**src/logic/cfg_pkg.sv**
```systemverilog
package cfg_pkg;
   // Register offsets on the serial control port
   localparam logic [12:0] OFS_PORT_CFG    = 13'h0000;
   localparam logic [12:0] OFS_CONV_SELECT = 13'h0005;
   localparam logic [12:0] OFS_RX_OFFSET   = 13'h0010;
   localparam logic [12:0] OFS_FILTER_CTRL = 13'h0030;
   localparam logic [12:0] OFS_TX_IFACE    = 13'h0031;
   localparam logic [12:0] OFS_UPDATE      = 13'h00FF;

   // Reset values
   localparam logic [7:0] RST_FILTER_CTRL = 8'h00;
   localparam logic [7:0] RST_TX_IFACE    = 8'h00;
   localparam logic [5:0] RST_RX_OFFSET   = 6'h00;
   localparam logic [1:0] RST_CONV_SELECT = 2'h0;

   // Filter and port control fields
   localparam int FC_DECIMATOR_BYPASS   = 5;
   localparam int FC_HB2_BP   = 4;
   localparam int FC_HB1_BP   = 3;
   localparam int FC_RC_BP    = 2;
   localparam int FC_TX_DATA_CLOCK_GATE = 1;
   localparam int FC_DIR      = 0;
   localparam logic [7:0] FC_USED_MASK = 8'h3F;

   // Transmit interface fields
   localparam int TI_SDR      = 7;
   localparam int TI_INV      = 6;
   localparam int TI_MODE_HI  = 5;
   localparam int TI_MODE_LO  = 4;

   // Port configuration: soft reset bit and its mirror
   localparam int PC_SRST     = 5;
   localparam int PC_SRST_MIR = 2;

   // Clock pin modes
   localparam logic [1:0] CKMD_OFF = 2'h0;
   localparam logic [1:0] CKMD_IN  = 2'h1;
   localparam logic [1:0] CKMD_TXP = 2'h2;
   localparam logic [1:0] CKMD_DLL = 2'h3;

   // Serial frame
   localparam logic [4:0] HDR_LAST  = 5'h0F;
   localparam logic [4:0] DATA_LAST = 5'h07;

   typedef enum logic [1:0]
   {
      SP_IDLE = 2'h0,
      SP_HDR  = 2'h1,
      SP_DATA = 2'h3,
      SP_DONE = 2'h2
   } spi_state_e;
endpackage

```
**src/logic/filter_bypass_tx_clock_config.sv**
```systemverilog
`timescale 1ns/10ps
// Function
// - Add signed offset to addressed receive converter
// - Apply new offset only after update edge
// - Offset field decoded as two's complement
// - Bit 5 routes receive around decimator
// - Bit 4 bypasses second half-band stage
// - Bit 3 bypasses first half-band stage
// - Bit 2 bypasses raised cosine stage
// - Stages cascade raised cosine, first, second
// - Raised cosine enabled forces both half-bands
// - Bit 1 enables transmit data clocks
// - Bit 0 selects shared port direction
// - Bit 7 selects single-edge, else DDR
// - Bit 6 inverts driven transmit clock
// - Pin mode: off, input, path, DLL
// - Half-duplex one-clock: clock on shared pin while bit 0 is clear, else on neither pin
// - Other modes: clock on dedicated pin
module filter_bypass_tx_clock_config #(
   parameter int SAMPLE_W = 12
)(
   input  wire logic                REF_CLK,
   input  wire logic                RSTN,
   input  wire logic                CSB_N,
   input  wire logic                SCLK,
   input  wire logic                SDI,
   output logic                     SDO_O,
   output logic                     SDO_OE,
   input  wire logic [SAMPLE_W-1:0] RX_I_IN,
   input  wire logic [SAMPLE_W-1:0] RX_Q_IN,
   output logic [SAMPLE_W-1:0]      RX_I_OUT,
   output logic [SAMPLE_W-1:0]      RX_Q_OUT,
   output logic                     DECIMATOR_BYPASS,
   output logic                     RAISED_COSINE_EN,
   output logic                     FIRST_HALFBAND_EN,
   output logic                     SECOND_HALFBAND_EN,
   output logic                     TX_DATA_CLOCK_GATE,
   output logic                     PORT_DIRECTION_SELECT,
   output logic                     TX_SINGLE_EDGE_SELECT,
   input  wire logic                HALF_DUPLEX,
   input  wire logic                ONE_CLOCK_MODE,
   input  wire logic                TX_PATH_CLK,
   input  wire logic                DLL_CLK,
   input  wire logic                TX_CLOCK_PIN_I,
   output logic                     TX_CLOCK_PIN_O,
   output logic                     TX_CLOCK_PIN_OE,
   output logic                     SHARED_PORT_CLOCK_PIN_O,
   output logic                     SHARED_PORT_CLOCK_PIN_OE,
   output logic                     TX_CLOCK_FROM_PIN,
   output logic                     TX_CLOCK_FROM_PIN_VAL
);
   // Offset field is six bits wide and the sample must hold it; wider paths are not served
   if (SAMPLE_W < 7 || SAMPLE_W > 16)
   begin : g_width_check
      $error("SAMPLE_W must lie between 7 and 16");
   end

   function automatic logic [SAMPLE_W-1:0] add_offset(input logic [SAMPLE_W-1:0] s, input logic [5:0] o);
      logic [SAMPLE_W-1:0] ext;
      ext = {{(SAMPLE_W-6){o[5]}}, o};
      return s + ext;
   endfunction

   logic       rst_s1_r;
   logic       rst_n_r;
   always_ff @(posedge REF_CLK or negedge RSTN)
   begin
      if (!RSTN)
      begin
         rst_s1_r <= 1'b0;
         rst_n_r  <= 1'b0;
      end
      else
      begin
         rst_s1_r <= 1'b1;
         rst_n_r  <= rst_s1_r;
      end
   end

   // Serial control port, oversampled by REF_CLK
   cfg_pkg::spi_state_e state_r;
   logic        sclk_d_r;
   logic [4:0]  cnt_r;
   logic [15:0] hdr_r;
   logic [7:0]  sh_r;
   logic        wr_pulse_r;
   logic [12:0] addr_r;
   logic [7:0]  wdata_r;
   logic        sclk_rise;
   logic        sclk_fall;
   logic [7:0]  rdata;

   logic [7:0]  port_cfg_r;
   logic [1:0]  conv_sel_r;
   logic [5:0]  offset_r;
   logic        update_r;
   logic [7:0]  filter_r;
   logic [7:0]  tx_if_r;
   logic [5:0]  off_i_r;
   logic [5:0]  off_q_r;
   logic        soft_rst;

   assign sclk_rise = SCLK & ~sclk_d_r;
   assign sclk_fall = ~SCLK & sclk_d_r;

   always_comb
   begin
      case (addr_r)
         cfg_pkg::OFS_PORT_CFG:    rdata = port_cfg_r;
         cfg_pkg::OFS_CONV_SELECT: rdata = {6'h00, conv_sel_r};
         cfg_pkg::OFS_RX_OFFSET:   rdata = {2'h0, offset_r};
         cfg_pkg::OFS_FILTER_CTRL: rdata = filter_r & cfg_pkg::FC_USED_MASK;
         cfg_pkg::OFS_TX_IFACE:    rdata = tx_if_r;
         cfg_pkg::OFS_UPDATE:      rdata = {7'h00, update_r};
         default:                  rdata = 8'h00;
      endcase
   end

   always_ff @(posedge REF_CLK or negedge rst_n_r)
   begin
      if (!rst_n_r)
      begin
         state_r    <= cfg_pkg::SP_IDLE;
         sclk_d_r   <= 1'b0;
         cnt_r      <= 5'h00;
         hdr_r      <= 16'h0000;
         sh_r       <= 8'h00;
         wr_pulse_r <= 1'b0;
         addr_r     <= 13'h0000;
         wdata_r    <= 8'h00;
      end
      else
      begin
         sclk_d_r   <= SCLK;
         wr_pulse_r <= 1'b0;
         if (CSB_N)
         begin
            state_r <= cfg_pkg::SP_IDLE;
            cnt_r   <= 5'h00;
         end
         else
         begin
            case (state_r)
               cfg_pkg::SP_IDLE:
                  state_r <= cfg_pkg::SP_HDR;
               cfg_pkg::SP_HDR:
                  if (sclk_rise)
                  begin
                     hdr_r <= {hdr_r[14:0], SDI};
                     cnt_r <= cnt_r + 5'h01;
                     if (cnt_r == cfg_pkg::HDR_LAST)
                     begin
                        addr_r  <= {hdr_r[11:0], SDI};
                        cnt_r   <= 5'h00;
                        state_r <= cfg_pkg::SP_DATA;
                     end
                  end
               cfg_pkg::SP_DATA:
                  if (sclk_rise)
                  begin
                     sh_r  <= {sh_r[6:0], SDI};
                     cnt_r <= cnt_r + 5'h01;
                     if (cnt_r == cfg_pkg::DATA_LAST)
                     begin
                        wdata_r    <= {sh_r[6:0], SDI};
                        wr_pulse_r <= ~hdr_r[15];
                        state_r    <= cfg_pkg::SP_DONE;
                     end
                  end
               cfg_pkg::SP_DONE:
                  state_r <= cfg_pkg::SP_DONE;
               default:
                  state_r <= cfg_pkg::SP_IDLE;
            endcase
         end
      end
   end

   // Read data leaves MSB first; each bit changes on a falling SCLK edge
   logic [7:0] rd_sh_r;
   always_ff @(posedge REF_CLK or negedge rst_n_r)
   begin
      if (!rst_n_r)
      begin
         rd_sh_r <= 8'h00;
         SDO_O   <= 1'b0;
         SDO_OE  <= 1'b0;
      end
      else
      begin
         SDO_OE <= !CSB_N && state_r == cfg_pkg::SP_DATA && hdr_r[15];
         if (state_r == cfg_pkg::SP_HDR && sclk_rise && cnt_r == cfg_pkg::HDR_LAST)
            rd_sh_r <= 8'h00;
         else if (state_r == cfg_pkg::SP_DATA && sclk_fall)
         begin
            SDO_O   <= (cnt_r == 5'h00) ? rdata[7] : rd_sh_r[7];
            rd_sh_r <= (cnt_r == 5'h00) ? {rdata[6:0], 1'b0} : {rd_sh_r[6:0], 1'b0};
         end
      end
   end

   // Soft reset on a rising edge of the port-config reset bit; that register itself survives
   assign soft_rst = wr_pulse_r && addr_r == cfg_pkg::OFS_PORT_CFG &&
                     wdata_r[cfg_pkg::PC_SRST] && !port_cfg_r[cfg_pkg::PC_SRST];

   always_ff @(posedge REF_CLK or negedge rst_n_r)
   begin
      if (!rst_n_r)
         port_cfg_r <= 8'h00;
      else if (wr_pulse_r && addr_r == cfg_pkg::OFS_PORT_CFG)
         port_cfg_r <= wdata_r;
   end

   always_ff @(posedge REF_CLK or negedge rst_n_r)
   begin
      if (!rst_n_r)
      begin
         conv_sel_r <= cfg_pkg::RST_CONV_SELECT;
         offset_r   <= cfg_pkg::RST_RX_OFFSET;
         update_r   <= 1'b0;
         filter_r   <= cfg_pkg::RST_FILTER_CTRL;
         tx_if_r    <= cfg_pkg::RST_TX_IFACE;
         off_i_r    <= cfg_pkg::RST_RX_OFFSET;
         off_q_r    <= cfg_pkg::RST_RX_OFFSET;
      end
      else if (soft_rst)
      begin
         conv_sel_r <= cfg_pkg::RST_CONV_SELECT;
         offset_r   <= cfg_pkg::RST_RX_OFFSET;
         update_r   <= 1'b0;
         filter_r   <= cfg_pkg::RST_FILTER_CTRL;
         tx_if_r    <= cfg_pkg::RST_TX_IFACE;
         off_i_r    <= cfg_pkg::RST_RX_OFFSET;
         off_q_r    <= cfg_pkg::RST_RX_OFFSET;
      end
      else if (wr_pulse_r)
      begin
         case (addr_r)
            cfg_pkg::OFS_CONV_SELECT: conv_sel_r <= wdata_r[1:0];
            cfg_pkg::OFS_RX_OFFSET:   offset_r   <= wdata_r[5:0];
            cfg_pkg::OFS_FILTER_CTRL: filter_r   <= wdata_r & cfg_pkg::FC_USED_MASK;
            cfg_pkg::OFS_TX_IFACE:    tx_if_r    <= wdata_r;
            cfg_pkg::OFS_UPDATE:
            begin
               update_r <= wdata_r[0];
               if (wdata_r[0] && !update_r)
               begin
                  if (conv_sel_r[0])
                     off_i_r <= offset_r;
                  if (conv_sel_r[1])
                     off_q_r <= offset_r;
               end
            end
            default:
               update_r <= update_r;
         endcase
      end
   end

   always_ff @(posedge REF_CLK or negedge rst_n_r)
   begin
      if (!rst_n_r)
      begin
         RX_I_OUT <= '0;
         RX_Q_OUT <= '0;
      end
      else
      begin
         RX_I_OUT <= add_offset(RX_I_IN, off_i_r);
         RX_Q_OUT <= add_offset(RX_Q_IN, off_q_r);
      end
   end

   // Filter chain runs raised cosine, then first, then second half-band
   always_ff @(posedge REF_CLK or negedge rst_n_r)
   begin
      if (!rst_n_r)
      begin
         DECIMATOR_BYPASS      <= 1'b0;
         RAISED_COSINE_EN      <= 1'b1;
         FIRST_HALFBAND_EN     <= 1'b1;
         SECOND_HALFBAND_EN    <= 1'b1;
         TX_DATA_CLOCK_GATE    <= 1'b0;
         PORT_DIRECTION_SELECT <= 1'b0;
         TX_SINGLE_EDGE_SELECT <= 1'b0;
      end
      else
      begin
         DECIMATOR_BYPASS   <= filter_r[cfg_pkg::FC_DECIMATOR_BYPASS];
         RAISED_COSINE_EN   <= !filter_r[cfg_pkg::FC_RC_BP];
         FIRST_HALFBAND_EN  <= !filter_r[cfg_pkg::FC_HB1_BP] || !filter_r[cfg_pkg::FC_RC_BP];
         SECOND_HALFBAND_EN <= !filter_r[cfg_pkg::FC_HB2_BP] || !filter_r[cfg_pkg::FC_RC_BP];
         TX_DATA_CLOCK_GATE    <= filter_r[cfg_pkg::FC_TX_DATA_CLOCK_GATE];
         PORT_DIRECTION_SELECT <= filter_r[cfg_pkg::FC_DIR];
         TX_SINGLE_EDGE_SELECT <= tx_if_r[cfg_pkg::TI_SDR];
      end
   end

   // Clock pins are sampled levels here, so the driven clock lags its source by one REF_CLK
   logic [1:0] ck_mode;
   logic       ck_src;
   logic       ck_drive;
   logic       on_shared;
   assign ck_mode   = tx_if_r[cfg_pkg::TI_MODE_HI:cfg_pkg::TI_MODE_LO];
   assign ck_src    = ((ck_mode == cfg_pkg::CKMD_DLL) ? DLL_CLK : TX_PATH_CLK) ^ tx_if_r[cfg_pkg::TI_INV];
   assign ck_drive  = ck_mode == cfg_pkg::CKMD_TXP || ck_mode == cfg_pkg::CKMD_DLL;
   assign on_shared = HALF_DUPLEX && ONE_CLOCK_MODE;

   always_ff @(posedge REF_CLK or negedge rst_n_r)
   begin
      if (!rst_n_r)
      begin
         TX_CLOCK_PIN_O           <= 1'b0;
         TX_CLOCK_PIN_OE          <= 1'b0;
         SHARED_PORT_CLOCK_PIN_O  <= 1'b0;
         SHARED_PORT_CLOCK_PIN_OE <= 1'b0;
         TX_CLOCK_FROM_PIN        <= 1'b0;
         TX_CLOCK_FROM_PIN_VAL    <= 1'b0;
      end
      else
      begin
         TX_CLOCK_PIN_O           <= ck_src;
         TX_CLOCK_PIN_OE          <= ck_drive && !on_shared;
         SHARED_PORT_CLOCK_PIN_O  <= ck_src;
         SHARED_PORT_CLOCK_PIN_OE <= ck_drive && on_shared && !filter_r[cfg_pkg::FC_DIR];
         TX_CLOCK_FROM_PIN        <= ck_mode == cfg_pkg::CKMD_IN;
         TX_CLOCK_FROM_PIN_VAL    <= TX_CLOCK_PIN_I;
      end
   end
endmodule

```
**config.mk**
```make
export PLATFORM = sky130hd
export DESIGN_NAME = filter_bypass_tx_clock_config
export DESIGN_NICKNAME = d
export VERILOG_FILES = /design/src/logic/cfg_pkg.sv /design/src/logic/filter_bypass_tx_clock_config.sv
export SDC_FILE = /design/constraint.sdc
export NUM_CORES = 1
export LEC_CHECK = 0
export BUFFER_PORTS_ARGS = -buffer_cell sky130_fd_sc_hd__buf_2
export CORE_MARGIN = 1.5
export CORE_UTILIZATION = 59
export CTS_CLUSTER_SIZE = 8
export DETAILED_ROUTE_END_ITERATION = 8
export GPL_ROUTABILITY_DRIVEN = 0
export PLACE_DENSITY = 0.77
export SETUP_SLACK_MARGIN = 0.1
export SYNTH_ARGS = -nofsm -noshare
export SYNTH_HDL_FRONTEND = slang
export SYNTH_SLANG_ARGS = --single-unit
```
**constraint.sdc**
```tcl
create_clock -name REF_CLK -period 6 [get_ports REF_CLK]
set_input_delay 0.3 -clock REF_CLK [delete_from_list [all_inputs] [get_ports REF_CLK]]
set_output_delay 0.3 -clock REF_CLK [all_outputs]
set_load 0.05 [all_outputs]
```
## After elaboration in Yosys (flattened, before gate mapping)

Index checks and enable logic that the tools add are counted.
Widths: inputs -> output; s select.

- Register bits after elaboration: 144
- Input bits: 34
- Output and inout port bits: 39

- Equal/unequal tests: 17
- Mux-type cells: 46
- Bitwise operators: 8
- Reduce and logical (&&, ||, !) cells: 52
- $add $sub $neg: 3

Operators with widths:

| operator | count |
|---|---|
| $mux 6 | 16 |
| $mux 8 | 6 |
| $pmux 8 s6 | 1 |
| $eq 13x6->1 const B | 2 |
| $add 12x12->12 | 2 |
| $mux 5 | 4 |
| $reduce_and 4->1 | 5 |
| $reduce_bool 2->1 | 10 |
| $mux 2 | 8 |
| $eq 13x3->1 const B | 1 |
| $eq 13x5->1 const B | 1 |
| $eq 13x8->1 const B | 1 |
| $logic_and 1x1->1 | 13 |
| $logic_not 13->1 | 1 |
| $ne 3x3->1 const B | 4 |
| $reduce_and 2->1 | 6 |
| $pmux 5 s2 | 1 |
| $mux 1 | 9 |
| $reduce_and 3->1 | 3 |
| $eq 2x2->1 const B | 4 |
| $logic_not 1->1 | 8 |
| $pmux 2 s4 | 1 |
| $add 5x1->5 const B | 1 |
| $eq 5x3->1 const B | 1 |
| other kinds (9) | 17 |

## Depth between registers and ports, before layout

- Word-level depth: 6
- Depth in mapped cells: 7
- Gate-level depth less buffers: 7

## Worst setup path after synthesis

OpenSTA, ideal clock, no wires.

- Path type: reg-to-reg
- Start point: reg addr_r[1]
- End point: reg filter_r[0]
- Stages on the path, launching flop included: 6
- Arrival time: 2.101 ns
- Required time: 5.875 ns
- Path slack: 3.774 ns
- Clock period less this slack: 2.226 ns
- Buffers on the path: 0
- Cell sequence: dfrtp_1 > or4_4 > nor4_4 > nand3_4 > a21boi_2 > mux2_2

- Word-level cells in the longest chain between the ends: 6
- Elaborated cells on any way between the ends: 9
- Those cells by class: eq/ne: 1; mux: 1; reduce/logical: 7

RTL lines:

| item | line | RTL |
|---|---|---|
| start: declaration | filter_bypass_tx_clock_config.sv:87 | `logic [12:0] addr_r;` |
| start signal: assignment | filter_bypass_tx_clock_config.sv:153 | `addr_r <= {hdr_r[11:0], SDI};` |
| $logic_not 13->1 | filter_bypass_tx_clock_config.sv:203 | `assign soft_rst = wr_pulse_r && addr_r == cfg_pkg::OFS_PORT_CFG &&` |
| $logic_and 1x1->1 (2 in a row) | filter_bypass_tx_clock_config.sv:203 |  |
| $logic_and 1x1->1 | filter_bypass_tx_clock_config.sv:204 | `wdata_r[cfg_pkg::PC_SRST] && !port_cfg_r[cfg_pkg::PC_SRST];` |
| $reduce_bool 2->1 (no line) | n/a |  |
| $reduce_and 2->1 (no line) | n/a |  |
| end signal: assignment | filter_bypass_tx_clock_config.sv:221 | `filter_r <= cfg_pkg::RST_FILTER_CTRL;` |
| end signal: assignment | filter_bypass_tx_clock_config.sv:231 | `filter_r <= cfg_pkg::RST_FILTER_CTRL;` |
| end signal: assignment | filter_bypass_tx_clock_config.sv:241 | `cfg_pkg::OFS_FILTER_CTRL: filter_r <= wdata_r & cfg_pkg::FC_USED_MASK;` |
| end: declaration | filter_bypass_tx_clock_config.sv:97 | `logic [7:0] filter_r;` |

Parallel ways exist; a longest one is shown, timed or not.
A chain may end at the register's enable or synchronous reset.

## Worst setup path in the final report

- Start point: reg addr_r[1]
- End point: reg tx_if_r[1]

- Word-level cells in the longest chain between the ends: 6
- Elaborated cells on any way between the ends: 9
- Those cells by class: eq/ne: 1; mux: 1; reduce/logical: 7

RTL lines:

| item | line | RTL |
|---|---|---|
| $logic_not 13->1 | filter_bypass_tx_clock_config.sv:203 |  |
| $logic_and 1x1->1 (2 in a row) | filter_bypass_tx_clock_config.sv:203 |  |
| $logic_and 1x1->1 | filter_bypass_tx_clock_config.sv:204 |  |
| $reduce_bool 2->1 (no line) | n/a |  |
| $reduce_and 2->1 (no line) | n/a |  |
| end signal: assignment | filter_bypass_tx_clock_config.sv:222 | `tx_if_r <= cfg_pkg::RST_TX_IFACE;` |
| end signal: assignment | filter_bypass_tx_clock_config.sv:232 | `tx_if_r <= cfg_pkg::RST_TX_IFACE;` |
| end signal: assignment | filter_bypass_tx_clock_config.sv:242 | `cfg_pkg::OFS_TX_IFACE: tx_if_r <= wdata_r;` |
| end: declaration | filter_bypass_tx_clock_config.sv:98 | `logic [7:0] tx_if_r;` |

Parallel ways exist; a longest one is shown, timed or not.

==> flow_summary_export.csv <==
group,metric,value,unit
cts,hold_buffers,2,
job,max-cap-violations,0,
finish,antenna_cells,0,
cts,cts_tree,"done",
sta,fin_skew,0.00677,ns
logic_synthesis,synth_edf_count,0,
cts,post_cts_resized,0,
logic_synthesis,syn_inst,540,
logic_synthesis,async_flop_share,1.00,
hold_path,hp-class,"in -> reg",
setup_path,critPathBufInv,0,
finish,final_util,0.707,
finish,multi_input_area,2970,sq um
power,peakVddDrop,0.000194,V
cts,post_cts_buffers,0,
power,p_total,2.09,mW
route,vias,4556,
route,route.detailed.drc,0,
sta,fin_tns_setup,0,ns
place,dp_hpwl,9.36,mm
cts,path_clk_slew,0.06,ns
cts,numCtsBuffers,17,
setup_path,crit_path_max_fanout,17,
outcome,status,"finished, final reports clean",
cts,cts-root-buf,"clkbuf_16",
setup_path,crit_required,6.31,ns
setup_path,path_cells,"or4_4, nor4_4, nand3_4, a21boi_4, mux2_2",
setup_path,worst_ep_arrival_time,2.83,ns
cts,cts_sinks,143,
route,first_iter_violations,262,
logic_synthesis,ys_ff_latch,143,
sta,period_needed,2.52,ns
setup_path,start_kind,"flip-flop",
global_route,grt_pass1_wl,22.4,mm
finish,layout.nets,681,
route,final_antenna_net_count,0,
logic_synthesis,synth_nets,600,
sta,fmax,0.397,GHz
global_route,antenna_found_initial,0,
floorplan,pin_count,73,
finish,postLayoutCellArea,7730,sq um
setup_path,cp.depth,5,
logic_synthesis,yosysUniqueCellTypes,67,
logic_synthesis,yosysWarnings,0,
logic_synthesis,ys_seq_area_frac,0.535,
power,p_leak,3.71,nW
finish,layout-drive-gt1-share,0.323,
setup_path,cp-end-kind,"flip-flop",
sta,period_share,0.419,
sta,tightest_slew,1.19,ns
setup_path,max_stage_delay,0.58,ns
sta,maxSlewViolCount,0,
floorplan,row_count,38,
cts,clockBufferDepth,2,
sta,rsz0062_at_grt,"no",
floorplan,die-area,12000,sq um
setup_path,critPathTopFamily,"simple AND/OR/NAND/NOR gates",
floorplan,initial_core_util,0.612,
floorplan,die_h,109,um
power,p_per_area,270,nW/um^2
place,place_area,7170,sq um
route,dr.pass1.iters,5,
finish,ff_latch_area,3590,sq um
floorplan,coreArea,10900,sq um
finish,areaGrowthSynthToFinish,15.6,%
route,wl_per_cell,17.2,um
global_route,grt_pass1_vias,4586,
logic_synthesis,synth.cell_area,6690,sq um
cts,htreeDepth,4,
logic_synthesis,syn_avg_cell_area,12.4,sq um
place,io_buffers,72,
route,wl,13.3,mm
floorplan,die_w,109,um
sta,setup-violations-final,0,
global_route,grt_remaining_overflow,0,
global_route,grt_max_degree,92,
global_route,grt_use_total,0.247,
setup_path,worst_path_max_delay_cell,"or4_4",
sta,hold_viol,0,
route,viasPerCell,5.89,
logic_synthesis,ys.flop_type,"dfrtp_1",
finish,num-fill-cells,768,
sta,relSlewSlack,0.200,
cts,clk_latency,0.42,ns
hold_path,worstHoldPathCells,1,
setup_path,r2r_cells,5,
setup_path,worstSetupPathType,"reg -> reg",
## flip-flops by register name, indices dropped and copies added, names as in the netlist, 2 cells and up
register and cells:
RX_I_OUT 12, RX_Q_OUT 12, addr_r 13, cnt_r 5, conv_sel_r 2, filter_r 6
hdr_r 16, off_i_r 6, off_q_r 6, offset_r 6, port_cfg_r 8, rd_sh_r 7
sh_r 7, state_r 2, tx_if_r 8, wdata_r 8
## layout make-up
| cell class | instances | share of cell area |
|---|---|---|
| Sequential cell | 143 | 0.464 |
| Multi-Input combinational cell | 366 | 0.384 |
| Clock buffer | 20 | 0.0578 |
| Timing Repair Buffer | 76 | 0.0511 |
| Tap cell | 140 | 0.0227 |
| Clock inverter | 12 | 0.0125 |
| Inverter | 17 | 0.00825 |
## cells in the final DEF (no fill, tap or decap), types with 11 or more instances in the layout
| cell | netlist | final |
|---|---|---|
| dfrtp_1 | 140 | 139 |
| inv_1 | 17 | 17 |
| buf_2 | 3 | 72 |
| clkbuf_16 | 0 | 17 |
| a22o_1 | 12 | 12 |
| xnor2_1 | 14 | 14 |
| nand2_1 | 32 | 32 |
| mux2_2 | 80 | 80 |
| o21ai_0 | 22 | 22 |
| nor3_1 | 12 | 11 |
| a22oi_1 | 11 | 11 |
| nor2_1 | 26 | 26 |
| ha_1 | 24 | 24 |
| a21oi_1 | 18 | 18 |
## worst paths after layout
check,startpoint,slack (ns),endpoint
max in group asynchronous,rst_n_r,4.16,addr_r[1]
worst min-delay path,SCLK,0.04,sclk_d_r
min in group asynchronous,RSTN,0.18,rst_n_r
worst min register to register,rst_s1_r,0.35,rst_n_r
worst max register to register,addr_r[1],3.48,tx_if_r[1]
worst max-delay path,addr_r[1],3.48,tx_if_r[1]
## metrics by stage
step / hold slack, ns / setup slack, ns / instances
3_3_place_gp: 0.0845 / 3.58 / 740
6_report: 0.0403 / 3.48 / 774
5_1_grt: 0.0264 / 3.29 / 774
2_1_floorplan: 0.00441 / 1.73 / 540
3_5_place_dp: 0.0864 / 3.48 / 740
4_1_cts: 0.0195 / 3.48 / 774
## kinds of logic after synthesis
| family | share of synthesized area |
|---|---|
| buf+inv | 0.0224 |
| fa+ha+maj | 0.0509 |
| other cells | 0.000561 |
| simple gates | 0.114 |
| compound gates | 0.109 |
| flops | 0.535 |
| mux | 0.141 |
| xor+xnor | 0.0275 |
## where the power goes
part / switching (mW) / total (mW) / internal [mW]
sequential: 0.0237 / 1.01 / 0.988
combinational: 0.0746 / 0.115 / 0.0408
clock: 0.389 / 0.963 / 0.574
total: 0.487 / 2.09 / 1.60
## cells in the mapped netlist (6+ instances only)
library cell,count,share of area
o21ai_0,22,0.016
a21oi_1,18,0.013
a22o_1,12,0.016
nor2_1,26,0.015
inv_1,17,0.0095
dfrtp_1,140,0.52
nand2_1,32,0.018
nor3_1,12,0.0090
nand3_1,10,0.0075
ha_1,24,0.045
a22oi_1,11,0.012
xnor2_1,14,0.018
mux2_2,80,0.13
and2_1,6,0.0056
clkbuf_1,6,0.0034
nor2b_1,6,0.0056
xor2_1,7,0.0092
## worst reg2reg max path, stage by stage (launching register included)
cell and delay [ns]:
dfrtp_1 0.39, or4_4 0.58, nor4_4 0.39, nand3_4 0.27, a21boi_4 0.38, mux2_2 0.38
## layer usage
| layer | GRT usage | vias to the layer above | part of all wire |
|---|---|---|---|
| li1 | - | 2143 | - |
| met1 | 0.312 | 2269 | 0.44 |
| met2 | 0.406 | 119 | 0.49 |
| met3 | 0.0551 | 25 | 0.045 |
| met4 | 0.109 | 0 | 0.021 |
| met5 | 0 | - | 0 |
Power figures use the tool's default switching activity.
